===== src/hwm_pkg.sv =====
// Purpose: shared constants and types of the hardware monitor alert and reset logic
// Assumes: 125 MHz hclk, AHB-Lite register access, word registers at index * 4
// Notes: register indices, bit positions and setpoint resets are our own choices
// Contract
// RQ1: one-time mode interrupts latch until status-1 read
// RQ2: critical alarm latches until extended-1 read
// RQ3: low interrupt at or below low, rearm above low+hyst
// RQ4: high interrupt above high, rearm at high-hyst
// RQ5: critical above setpoint, rearm at critical-hyst
// RQ6: comparator low interrupt, released above low+hyst
// RQ7: comparator high interrupt, released at high-hyst
// RQ8: comparator critical alarm, released at critical-hyst
// RQ9: intrusion detector drives active-high input
// RQ10: sources in two status registers, two masks
// RQ11: configuration bit enables alert output
// RQ12: critical alarm only from temperature, extended-1
// RQ13: status read returns contents, then clears
// RQ14: status clear releases alert until next update
// RQ15: software spaces status reads 820 ms apart
// RQ16: configuration bit 3 releases alert, halts loop
// RQ17: reset output only when mask-2 bit 7
// RQ18: configuration bit 4 gives 20 ms low, self-clears
// RQ19: low reset input restores register defaults
// RQ20: tree test entry only before first configuration write
// RQ21: tree result toggles per included pin pulled low
// RQ22: setpoints are 8-bit two's complement degrees
// RQ23: hysteresis is unsigned 3-bit degrees
// RQ24: comparisons evaluated once per finished conversion
package hwm_pkg;
  // register indices, byte address is index * 4
  localparam logic [7:0] IDX_CFG = 8'h40;
  localparam logic [7:0] IDX_STAT1 = 8'h41;
  localparam logic [7:0] IDX_STAT2 = 8'h42;
  localparam logic [7:0] IDX_MASK1 = 8'h43;
  localparam logic [7:0] IDX_MASK2 = 8'h44;
  localparam logic [7:0] IDX_EXT1 = 8'h4c;
  localparam logic [7:0] IDX_EXT2 = 8'h4d;
  localparam logic [7:0] IDX_HIGH_TEMP_SETPOINT = 8'h50;
  localparam logic [7:0] IDX_LOW_TEMP_SETPOINT = 8'h51;
  localparam logic [7:0] IDX_TCRIT = 8'h52;
  localparam logic [7:0] IDX_HYSTERESIS_OFFSET = 8'h53;
  localparam int IDX_LSB = 2;
  localparam int IDX_MSB = 9;

  // reset values
  localparam logic [7:0] CFG_RST = 8'h08;
  localparam logic [7:0] EXT1_RST = 8'h44;
  localparam logic [7:0] EXT2_RST = 8'h00;
  localparam logic [7:0] STAT_RST = 8'h00;
  localparam logic [7:0] MASK_RST = 8'h00;
  localparam logic [7:0] HIGH_TEMP_SETPOINT_RST = 8'h50;
  localparam logic [7:0] LOW_TEMP_SETPOINT_RST = 8'h00;
  localparam logic [7:0] TCRIT_RST = 8'h64;
  localparam logic [2:0] HYSTERESIS_OFFSET_RST = 3'h2;

  // field positions
  localparam int CFG_INT_EN_BIT = 1;
  localparam int CFG_INT_CLR_BIT = 3;
  localparam int CFG_RST_OUT_BIT = 4;
  localparam int MASK2_RST_EN_BIT = 7;
  localparam int STAT1_TEMP_BIT = 4;
  localparam int STAT2_CHASSIS_BIT = 4;
  localparam int EXT1_CRIT_BIT = 0;
  localparam int EXT2_MODE_BIT = 0;

  // timing
  localparam int CLK_PERIOD_NS = 8;
  localparam int RST_PULSE_MS = 20;
  localparam int RST_PULSE_CYC = (RST_PULSE_MS * 1000000 + CLK_PERIOD_NS - 1) / CLK_PERIOD_NS;
  localparam int RST_CNT_W = 22;
  localparam logic [2:0] RST_BLANK_CYC = 3'h6;

  // board test
  localparam int NTREE = 16;

  typedef enum logic {
    HWM_ONE_TIME,
    HWM_COMPARATOR
  } hwm_tmode_t;

  typedef struct packed {
    logic [7:0] high;
    logic [7:0] low;
    logic [7:0] crit;
    logic [2:0] hyst;
  } hwm_limits_t;
endpackage : hwm_pkg

===== src/hwm_alert.sv =====
// Purpose: temperature interrupt modes, status and masks, reset pin and board test of the monitor
// Assumes: one hclk domain; pins sampled through three flops; AHB-Lite slave, single word transfers
// Notes: reads take one wait state, writes none; every response is OKAY
//
// Chosen here: the AHB-Lite register port and the register offsets.
`timescale 1ns/1ps
`default_nettype none

module hwm_sync #(
  parameter int W = 1,
  parameter logic [W-1:0] INIT = '0
) (
  input wire logic clk,
  input wire logic rst_n,
  input wire logic [W-1:0] d,
  output logic [W-1:0] q
);
  logic [W-1:0] s1_r;
  logic [W-1:0] s2_r;
  logic [W-1:0] s3_r;

  // a bit moves only once the second and third stage agree
  always_ff @(posedge clk or negedge rst_n) begin
    if (!rst_n) begin
      s1_r <= INIT;
      s2_r <= INIT;
      s3_r <= INIT;
      q <= INIT;
    end else begin
      s1_r <= d;
      s2_r <= s1_r;
      s3_r <= s2_r;
      q <= ((s2_r ~^ s3_r) & s2_r) | ((s2_r ^ s3_r) & q);
    end
  end
endmodule : hwm_sync

module hwm_alert
  import hwm_pkg::*;
#(
  parameter int RST_CYC = hwm_pkg::RST_PULSE_CYC
) (
  input wire logic hclk,
  input wire logic hresetn,
  input wire logic hsel,
  input wire logic [31:0] haddr,
  input wire logic [1:0] htrans,
  input wire logic hwrite,
  input wire logic [2:0] hsize,
  input wire logic [31:0] hwdata,
  input wire logic hready,
  output logic [31:0] hrdata,
  output logic hreadyout,
  output logic hresp,
  input wire logic [7:0] temp_result,
  input wire logic temp_valid,
  input wire logic [15:0] volt_fan_events,
  input wire logic chassis_intrusion,
  output logic loop_halted,
  output logic alert_n,
  output logic critical_temp_alarm_n,
  input wire logic reset_pin_i,
  output logic reset_pin_o,
  output logic reset_pin_oe,
  input wire logic tree_test_entry_pin,
  input wire logic [hwm_pkg::NTREE-1:0] tree_pins,
  output logic tree_test_result_pin,
  output logic tree_test_result_oe
);
  import hwm_pkg::*;

  logic [7:0] cfg_r;
  logic [7:0] stat1_r;
  logic [7:0] stat2_r;
  logic [7:0] mask1_r;
  logic [7:0] mask2_r;
  logic [7:0] ext1_r;
  logic [7:0] ext2_r;
  hwm_limits_t lim_r;
  logic low_trip_r;
  logic high_trip_r;
  logic crit_trip_r;
  logic crit_latch_r;
  logic wr_pend_r;
  logic rd_pend_r;
  logic [7:0] idx_r;
  logic [RST_CNT_W-1:0] rst_cnt_r;
  logic [2:0] blank_r;
  logic cfg_written_r;
  logic test_mode_r;
  logic chassis_s;
  logic reset_pin_s;
  logic entry_s;
  logic [NTREE-1:0] tree_s;

  // pins from outside the clock domain
  hwm_sync #(.W(1), .INIT(1'b0)) u_sync_chassis (
    .clk(hclk), .rst_n(hresetn), .d(chassis_intrusion), .q(chassis_s)
  );
  hwm_sync #(.W(1), .INIT(1'b1)) u_sync_rst (
    .clk(hclk), .rst_n(hresetn), .d(reset_pin_i), .q(reset_pin_s)
  );
  hwm_sync #(.W(1), .INIT(1'b0)) u_sync_entry (
    .clk(hclk), .rst_n(hresetn), .d(tree_test_entry_pin), .q(entry_s)
  );
  hwm_sync #(.W(NTREE), .INIT({NTREE{1'b1}})) u_sync_tree (
    .clk(hclk), .rst_n(hresetn), .d(tree_pins), .q(tree_s)
  );

  // bus decode
  wire addr_ph = hsel & htrans[1] & hready;
  wire wr_fire = wr_pend_r & hready;
  wire rd_fire = rd_pend_r & ~hreadyout;
  wire wr_cfg = wr_fire && (idx_r == IDX_CFG);
  wire rd_stat1 = rd_fire && (idx_r == IDX_STAT1);
  wire rd_stat2 = rd_fire && (idx_r == IDX_STAT2);
  wire rd_ext1 = rd_fire && (idx_r == IDX_EXT1);
  wire [7:0] wbyte = hwdata[7:0];

  // reset pin: driving while the pulse counter runs, input otherwise
  wire rst_driving = (rst_cnt_r != '0);
  wire rst_start = wr_cfg & wbyte[CFG_RST_OUT_BIT] & mask2_r[MASK2_RST_EN_BIT]; // RQ17 RQ18
  wire soft_rst = ~reset_pin_s & ~rst_driving & (blank_r == 3'h0) & ~rst_start; // RQ19

  // monitoring loop runs unless the alert clear bit is set or board test mode has been entered
  wire loop_run = ~cfg_r[CFG_INT_CLR_BIT] & ~test_mode_r; // RQ16
  wire conv = temp_valid & loop_run; // RQ24
  wire one_time = (hwm_tmode_t'(ext2_r[EXT2_MODE_BIT]) == HWM_ONE_TIME);

  // comparisons in nine signed bits so the offset sums cannot wrap
  wire signed [8:0] t9 = $signed({temp_result[7], temp_result}); // RQ22
  wire signed [8:0] hi9 = $signed({lim_r.high[7], lim_r.high});
  wire signed [8:0] lo9 = $signed({lim_r.low[7], lim_r.low});
  wire signed [8:0] cr9 = $signed({lim_r.crit[7], lim_r.crit});
  wire signed [8:0] hy9 = $signed({6'h00, lim_r.hyst}); // RQ23
  wire signed [8:0] lo_rel = lo9 + hy9;
  wire signed [8:0] hi_rel = hi9 - hy9;
  wire signed [8:0] cr_rel = cr9 - hy9;
  wire low_set = t9 <= lo9; // RQ3 RQ6
  wire low_clr = t9 > lo_rel; // RQ3 RQ6
  wire high_set = t9 > hi9; // RQ4 RQ7
  wire high_clr = t9 <= hi_rel; // RQ4 RQ7
  wire crit_set = t9 > cr9; // RQ5 RQ8
  wire crit_clr = t9 <= cr_rel; // RQ5 RQ8

  // one tripped flag per threshold serves both modes: in one-time mode it is the
  // disarm flag, in comparator mode it is the active level
  wire low_nxt = low_set | (low_trip_r & ~low_clr);
  wire high_nxt = high_set | (high_trip_r & ~high_clr);
  wire crit_nxt = crit_set | (crit_trip_r & ~crit_clr);
  wire low_fire = low_set & ~low_trip_r; // RQ3
  wire high_fire = high_set & ~high_trip_r; // RQ4
  wire crit_fire = crit_set & ~crit_trip_r; // RQ5
  wire temp_evt = conv & (one_time ? (low_fire | high_fire) : (low_nxt | high_nxt)); // RQ1 RQ6 RQ7
  wire crit_evt = conv & (one_time ? crit_fire : crit_nxt); // RQ8 RQ12

  // status sources, loop events only while the loop runs
  wire [7:0] ev1 = (volt_fan_events[7:0] & {8{loop_run}} & ~(8'h01 << STAT1_TEMP_BIT))
                   | ({7'h00, temp_evt} << STAT1_TEMP_BIT);
  wire [7:0] ev2 = (volt_fan_events[15:8] & {8{loop_run}} & ~(8'h01 << STAT2_CHASSIS_BIT))
                   | ({7'h00, chassis_s & loop_run} << STAT2_CHASSIS_BIT); // RQ9
  wire [15:0] pending = {stat2_r, stat1_r} & ~{mask2_r, mask1_r}; // RQ10
  wire alert_on = cfg_r[CFG_INT_EN_BIT] & ~cfg_r[CFG_INT_CLR_BIT] & ~test_mode_r & (|pending); // RQ11 RQ14 RQ16

  // read multiplexer; bit 4 of the configuration reads back the running pulse
  wire [7:0] cfg_rd = (cfg_r & ~(8'h01 << CFG_RST_OUT_BIT)) | ({7'h00, rst_driving} << CFG_RST_OUT_BIT);
  wire [7:0] ext1_rd = (ext1_r & ~(8'h01 << EXT1_CRIT_BIT)) | ({7'h00, crit_latch_r} << EXT1_CRIT_BIT);
  wire [7:0] rd_val =
    (idx_r == IDX_CFG) ? cfg_rd :
    (idx_r == IDX_STAT1) ? stat1_r :
    (idx_r == IDX_STAT2) ? stat2_r :
    (idx_r == IDX_MASK1) ? mask1_r :
    (idx_r == IDX_MASK2) ? mask2_r :
    (idx_r == IDX_EXT1) ? ext1_rd :
    (idx_r == IDX_EXT2) ? ext2_r :
    (idx_r == IDX_HIGH_TEMP_SETPOINT) ? lim_r.high :
    (idx_r == IDX_LOW_TEMP_SETPOINT) ? lim_r.low :
    (idx_r == IDX_TCRIT) ? lim_r.crit :
    (idx_r == IDX_HYSTERESIS_OFFSET) ? {5'h00, lim_r.hyst} : 8'h00;

  // bus phases: writes are zero wait, reads hold hreadyout low for one cycle
  always_ff @(posedge hclk or negedge hresetn) begin
    if (!hresetn) begin
      wr_pend_r <= 1'b0;
      rd_pend_r <= 1'b0;
      idx_r <= 8'h00;
      hreadyout <= 1'b1;
      hrdata <= 32'h0000_0000;
    end else begin
      if (addr_ph) begin
        wr_pend_r <= hwrite;
        rd_pend_r <= ~hwrite;
        idx_r <= haddr[IDX_MSB:IDX_LSB];
        hreadyout <= hwrite;
      end else if (hready) begin
        wr_pend_r <= 1'b0;
        rd_pend_r <= 1'b0;
      end else begin
        hreadyout <= 1'b1;
      end
      if (rd_fire) begin
        hrdata <= {24'h000000, rd_val}; // RQ13
      end
    end
  end

  // response is always OKAY; the size is not checked, word transfers assumed
  always_ff @(posedge hclk or negedge hresetn) begin
    if (!hresetn) begin
      hresp <= 1'b0;
    end else begin
      hresp <= 1'b0;
    end
  end

  // software registers; the reset pin restores them but leaves setpoints alone
  always_ff @(posedge hclk or negedge hresetn) begin
    if (!hresetn) begin
      cfg_r <= CFG_RST;
      mask1_r <= MASK_RST;
      mask2_r <= MASK_RST;
      ext1_r <= EXT1_RST;
      ext2_r <= EXT2_RST;
    end else if (soft_rst) begin
      cfg_r <= CFG_RST; // RQ19
      mask1_r <= MASK_RST;
      mask2_r <= MASK_RST;
      ext1_r <= EXT1_RST;
      ext2_r <= EXT2_RST;
    end else if (wr_fire) begin
      if (idx_r == IDX_CFG) cfg_r <= wbyte & ~(8'h01 << CFG_RST_OUT_BIT);
      if (idx_r == IDX_MASK1) mask1_r <= wbyte;
      if (idx_r == IDX_MASK2) mask2_r <= wbyte;
      if (idx_r == IDX_EXT1) ext1_r <= wbyte;
      if (idx_r == IDX_EXT2) ext2_r <= wbyte;
    end
  end

  // setpoints and hysteresis
  always_ff @(posedge hclk or negedge hresetn) begin
    if (!hresetn) begin
      lim_r <= '{high: HIGH_TEMP_SETPOINT_RST, low: LOW_TEMP_SETPOINT_RST, crit: TCRIT_RST, hyst: HYSTERESIS_OFFSET_RST};
    end else if (wr_fire) begin
      if (idx_r == IDX_HIGH_TEMP_SETPOINT) lim_r.high <= wbyte; // RQ22
      if (idx_r == IDX_LOW_TEMP_SETPOINT) lim_r.low <= wbyte;
      if (idx_r == IDX_TCRIT) lim_r.crit <= wbyte;
      if (idx_r == IDX_HYSTERESIS_OFFSET) lim_r.hyst <= wbyte[2:0]; // RQ23
    end
  end

  // status: read clears, a same-cycle event wins over the clear
  always_ff @(posedge hclk or negedge hresetn) begin
    if (!hresetn) begin
      stat1_r <= STAT_RST;
      stat2_r <= STAT_RST;
    end else if (soft_rst) begin
      stat1_r <= STAT_RST;
      stat2_r <= STAT_RST;
    end else begin
      stat1_r <= (stat1_r & ~{8{rd_stat1}}) | ev1; // RQ1 RQ10 RQ13
      stat2_r <= (stat2_r & ~{8{rd_stat2}}) | ev2; // RQ13
    end
  end

  // threshold state, advanced only at a finished conversion
  always_ff @(posedge hclk or negedge hresetn) begin
    if (!hresetn) begin
      low_trip_r <= 1'b0;
      high_trip_r <= 1'b0;
      crit_trip_r <= 1'b0;
    end else if (soft_rst) begin
      low_trip_r <= 1'b0;
      high_trip_r <= 1'b0;
      crit_trip_r <= 1'b0;
    end else if (conv) begin
      low_trip_r <= low_nxt; // RQ24
      high_trip_r <= high_nxt;
      crit_trip_r <= crit_nxt;
    end
  end

  // critical alarm latch, cleared by reading extended register 1
  always_ff @(posedge hclk or negedge hresetn) begin
    if (!hresetn) begin
      crit_latch_r <= 1'b0;
    end else if (soft_rst) begin
      crit_latch_r <= 1'b0;
    end else begin
      crit_latch_r <= crit_evt | (crit_latch_r & ~rd_ext1); // RQ2 RQ12
    end
  end

  // reset pulse counter and a short blanking so our own release is not read as a reset
  always_ff @(posedge hclk or negedge hresetn) begin
    if (!hresetn) begin
      rst_cnt_r <= '0;
      blank_r <= 3'h0;
    end else begin
      if (rst_start) begin
        rst_cnt_r <= RST_CNT_W'(RST_CYC); // RQ18
      end else if (rst_driving) begin
        rst_cnt_r <= rst_cnt_r - 1'b1;
      end
      if (rst_driving) begin
        blank_r <= RST_BLANK_CYC;
      end else if (blank_r != 3'h0) begin
        blank_r <= blank_r - 3'h1;
      end
    end
  end

  // board test entry is possible only until the first configuration write
  always_ff @(posedge hclk or negedge hresetn) begin
    if (!hresetn) begin
      cfg_written_r <= 1'b0;
      test_mode_r <= 1'b0;
    end else begin
      if (wr_cfg) cfg_written_r <= 1'b1;
      if (entry_s & ~cfg_written_r & ~wr_cfg) test_mode_r <= 1'b1; // RQ20
    end
  end

  // output flops; in test mode the alert and critical alarm outputs let go, the halt output reads halted
  always_ff @(posedge hclk or negedge hresetn) begin
    if (!hresetn) begin
      alert_n <= 1'b1;
      critical_temp_alarm_n <= 1'b1;
      loop_halted <= 1'b1;
      reset_pin_o <= 1'b0;
      reset_pin_oe <= 1'b0;
      tree_test_result_pin <= 1'b1;
      tree_test_result_oe <= 1'b0;
    end else begin
      alert_n <= ~alert_on; // RQ11 RQ14
      critical_temp_alarm_n <= ~(crit_latch_r & ~test_mode_r); // RQ12
      loop_halted <= ~loop_run; // RQ16
      reset_pin_o <= 1'b0;
      reset_pin_oe <= rst_start | (rst_driving & (rst_cnt_r != RST_CNT_W'(1))); // RQ17 RQ18
      tree_test_result_pin <= ~(^(~tree_s)); // RQ21
      tree_test_result_oe <= test_mode_r;
    end
  end
endmodule : hwm_alert

`default_nettype wire


===== config.mk =====
export PLATFORM = sky130hd
export DESIGN_NAME = hwm_alert
export DESIGN_NICKNAME = d
export VERILOG_FILES = /design/src/hwm_pkg.sv /design/src/hwm_alert.sv
export SDC_FILE = /design/constraint.sdc
export NUM_CORES = 1
export LEC_CHECK = 0
export ABC_AREA = 1
export ABC_CLOCK_PERIOD_IN_PS = 3200
export BUFFER_PORTS_ARGS = -buffer_cell sky130_fd_sc_hd__buf_2
export CORE_MARGIN = 4
export CORE_UTILIZATION = 50
export CTS_CLUSTER_SIZE = 25
export DETAILED_ROUTE_END_ITERATION = 8
export PLACE_DENSITY = 0.73
export SETUP_SLACK_MARGIN = 0.2
export SLEW_MARGIN = 20
export SYNTH_ARGS = -nofsm -noshare
export SYNTH_HDL_FRONTEND = slang
export SYNTH_SLANG_ARGS = --single-unit

===== constraint.sdc =====
create_clock -name hclk -period 3.2 [get_ports hclk]
set_input_delay 0.64 -clock hclk [delete_from_list [all_inputs] [get_ports hclk]]
set_output_delay 0.64 -clock hclk [all_outputs]
set_load 0.05 [all_outputs]

==> qor.txt <==
CRITICAL PATH
---------------------------------------------------------------------------------
Capture point of the critical path ................................. crit_latch_r
Maximum fanout encountered on the critical timing path .............            5
Nature of the critical path endpoint ...............................         flop
Launch point of the worst path .....................................       hy9[0]
CP startpoint kind .................................................         flop
Data arrival time of the worst path ................................      3.53 ns
Worst reg-to-reg path cell count ...................................           17
Register-to-register setup slack ...................................      0.13 ns
Critical path class ................................................ flop to flop
Reg-to-reg startpoint ..............................................       hy9[0]
Reg2reg end ........................................................ crit_latch_r
Critical path required time ........................................      3.65 ns

DIE
---------------------------------------------------------------------------------
Initial core utilization ...........................................        50.9%
DIE AREA ...........................................................   24800 um^2
Floorplan core area ................................................   21900 um^2
Die width ..........................................................       157 um
Chip height ........................................................       157 um
Number of I/O pins .................................................          159
Number of core rows ................................................           54

ROUTING
---------------------------------------------------------------------------------
Average wire per cell in the routed design .........................      16.1 um
Total number of vias ...............................................         8768
Post-route DRC violation count .....................................            0
Routed via count divided by cell count .............................         5.31
Initial DRT Pass Iterations ........................................            5
Wire length after detailed routing .................................     26500 um
Antenna violation net count after detailed routing .................            0
Initial detailed-routing violation count ...........................          575

FINAL LAYOUT
---------------------------------------------------------------------------------
Post-route cell area ...............................................   12900 um^2
Final core utilization .............................................        59.1%
Fin cells ..........................................................         1652
Filler cell count ..................................................         1876
Layout net count ...................................................         1557
Area growth from synthesis to layout ...............................        16.0%
Fraction of layout instances using a drive strength above 1 ........        21.6%

GLOBAL ROUTE
---------------------------------------------------------------------------------
Total track usage ..................................................        21.5%
Number of global-route vias before repair ..........................         8554
Pin count of the biggest net entering global routing ...............           81
Antenna violations before repair ...................................            1
Global-route wire length before repair .............................     42900 um
Congestion Overflow GR .............................................            0

PLACEMENT
---------------------------------------------------------------------------------
Post-DP Area .......................................................   11900 um^2
Detailed Place HPWL ................................................     19200 um
Cell count after placement .........................................         1599
Final weighted congestion of routability-driven global placement ...        0.959
Input/output buffers ...............................................           78

PWR
---------------------------------------------------------------------------------
Clock share of power ...............................................        43.6%
Leak Pwr ...........................................................      6.26 nW
Overall Power ......................................................      6.40 mW
Worst-case vdd ir drop .............................................       398 uV
Power density over the cells .......................................  494 nW/um^2
Net switching fraction of the power ................................        25.6%
Proportion of power drawn by combinational gates ...................        10.4%
Internal power component ...........................................      4.76 mW
Seq pwr share ......................................................        45.9%
Reported net switching power .......................................      1.64 mW

YOSYS
---------------------------------------------------------------------------------
Post-synthesis area per instance ...................................    8.96 um^2
Sequential cell area fraction in the yosys report ..................        48.7%
Count of different cell masters after synthesis ....................           53
Most used flip-flop cell after synthesis ...........................      dfrtp_1
Fraction of synthesis flops using an asynchronous set or reset pin .         100%
Synthesis-stage register bit count .................................          213
Number of synthesized flops with an enable pin .....................            0
Synth warn .........................................................            0
Synth Cell Area ....................................................   11200 um^2
Cell count after synthesis .........................................         1245

STA
---------------------------------------------------------------------------------
Final-report setup violation count .................................            0
Final critical path time including I/O delays and setup ............      3.07 ns
Highest attainable clock frequency .................................      325 MHz
Skew final .........................................................    0.0186 ns
Number of max-slew violations in the final report ..................            0
Final hold violation count .........................................            0
RSZ-0062 raised after global routing ...............................         true
Share of the clock period used by the worst path ...................        96.1%
Pin slew with the least headroom to its limit ......................     0.766 ns
Relative max-transition margin .....................................        48.9%
Total Negative Setup Slacks ........................................         0 ns

RUN STATUS
---------------------------------------------------------------------------------
Run status ......................................................... finished clean

CLOCKING
---------------------------------------------------------------------------------
Cell chosen for the clock root .....................................    clkbuf_16
CTS clk-pin slew, worst paths ......................................      0.07 ns
Clock sink count ...................................................          213
Number of buffers between clock root and the deepest sink ..........            3
H-Tree Level Count .................................................            1
Clock tree from TritonCTS ..........................................          yes
Number of CTS-inserted buffers .....................................           24
Insertion delay of the later-clocked pin in the worst-skew pair ....      0.52 ns

HOLD PATH
---------------------------------------------------------------------------------
Tightest Hold Check Type ........................................... input port to async pin

JOB
---------------------------------------------------------------------------------
Max-cap violations .................................................            0

## synthesized netlist by cell type (all sizes together), types with 2 or more instances
cell	n	area [um^2]
a211oi	2	15.0
a21o	21	158
a21oi	53	277
a221oi	4	35.0
a22oi	15	113
a31oi	2	12.5
buf	33	235
clkbuf	9	33.8
clkinv	2	8.75
dfrtp	131	3280
dfstp	82	2150
fa	3	60.1
ha	83	1040
inv	154	581
nand2	265	1010
nand3	57	285
nand4	25	186
nor2	122	492
nor3	24	141
nor4	3	18.8
o211ai	7	52.6
o21a	4	30.0
o21ai	77	415
o22ai	16	100
or2	6	37.5
xnor2	15	131
xor2	21	184
## metal layers
| metal | up-vias | global-route usage (%) | part of all wire, % |
|---|---|---|---|
| met4 | 2 | 8.03 | 3.5 |
| met1 | 4161 | 29.1 | 43 |
| met2 | 252 | 35.5 | 48 |
| li1 | 4274 | - | - |
| met5 | - | 0 | 0.030 |
| met3 | 79 | 2.78 | 5.0 |
## layout by cell type, fill, tap and decap left out, types with 25 or more instances in the layout
cell	Yosys	final
a21oi_1	52	49
buf_2	5	77
clkbuf_16	0	25
conb_1	1	26
dfrtp_1	131	130
dfstp_2	82	82
ha_1	83	75
inv_1	150	147
nand2_1	262	254
nand3_1	57	56
nor2_1	116	109
o21ai_0	63	63
## registers in the layout (all words and copies together), names as in the netlist, 7 cells and up
name and flops:
mask2_r 8, u_sync_tree.s2_r 16, rst_cnt_r 22, hrdata 8, hi9 8, idx_r 8
cr9 8, ext2_r 8, u_sync_tree.s3_r 16, ext1_r 7, stat2_r 8, stat1_r 8
u_sync_tree.q 16, mask1_r 8, lim_r 8, cfg_r 7, u_sync_tree.s1_r 16
## what timing repair did
action	CTS	global route
hold buffers	0	0
endpoints found under the hold margin	0	0
pin swaps	1	28
setup buffers	1	7
endpoints found under the setup margin	3	5
resized for setup	6	38
## per-stage QoR
stage | setup WS (ns) | hold WS, ns
global placement | 0.118 | 0.343
global route | -0.0312 | 0.194
finish | 0.126 | 0.161
detailed placement | 0.0488 | 0.347
floorplan | 0.335 | 0.331
CTS | 0.208 | 0.177
## power groups by stage
stage               sequential [mW]  clock, mW  combinational (mW)
global placement               2.98          0               0.637
detailed placement             2.98          0               0.657
floorplan                      3.03          0               0.403
global route                   2.95       2.96               0.749
finish                         2.94       2.79               0.668
CTS                            2.94       2.84               0.662
## worst min-delay path by stage
stage / startpoint / endpoint / slack, ns / cells past startpoint
final: hresetn / stat2_r[3] / 0.16 / 1
after global routing: hresetn / stat1_r[7] / 0.19 / 1
after CTS: hresetn / stat1_r[7] / 0.18 / 1
after detailed placement: u_sync_tree.s1_r[2] / u_sync_tree.s2_r[2] / 0.35 / 0
after global placement: u_sync_entry.s1_r / u_sync_entry.s2_r / 0.34 / 0
after floorplan: u_sync_chassis.s1_r / u_sync_chassis.s2_r / 0.33 / 0
## cell families (layout without fill, tap and decap cells)
family | Yosys count | count (layout) | synth area share (%)
and+or+nand+nor | 505 | 505 | 19.6
buffers and inverters | 198 | 299 | 7.70
xor gates and xnor gates | 36 | 36 | 2.83
AOI/OAI and AO/OA | 205 | 205 | 11.1
other | 1 | 27 | 0.0336
muxes | 1 | 1 | 0.101
adders and majority gates | 86 | 86 | 9.85
DFF | 213 | 213 | 48.7
## area by class of cell
cell class | count | area (um^2) | area share, %
sequential | 213 | 5430 | 42.0
inverter | 156 | 592 | 4.57
multi-input combinational | 859 | 5160 | 39.9
clock inverter | 14 | 144 | 1.11
antenna | 1 | 2.50 | 0.0193
timing repair buffer | 99 | 582 | 4.50
tap | 280 | 350 | 2.71
clock buffer | 30 | 674 | 5.21
## worst max-delay path, stage by stage (launching register included)
cell and delay [ns]:
dfrtp_2 0.47, buf_4 0.17, ha_1 0.21, fa_1 0.39, nor2_1 0.12, inv_1 0.06
nand2_1 0.10, nor3_1 0.09, xor2_1 0.16, ha_1 0.35, nand2_1 0.10, nor2_4 0.10
nand2_2 0.05, o2111ai_2 0.18, nand4_1 0.15, nand2_2 0.12, nand2_2 0.06, a21oi_2 0.13
Note: power is estimated with default switching activity, not from simulation.
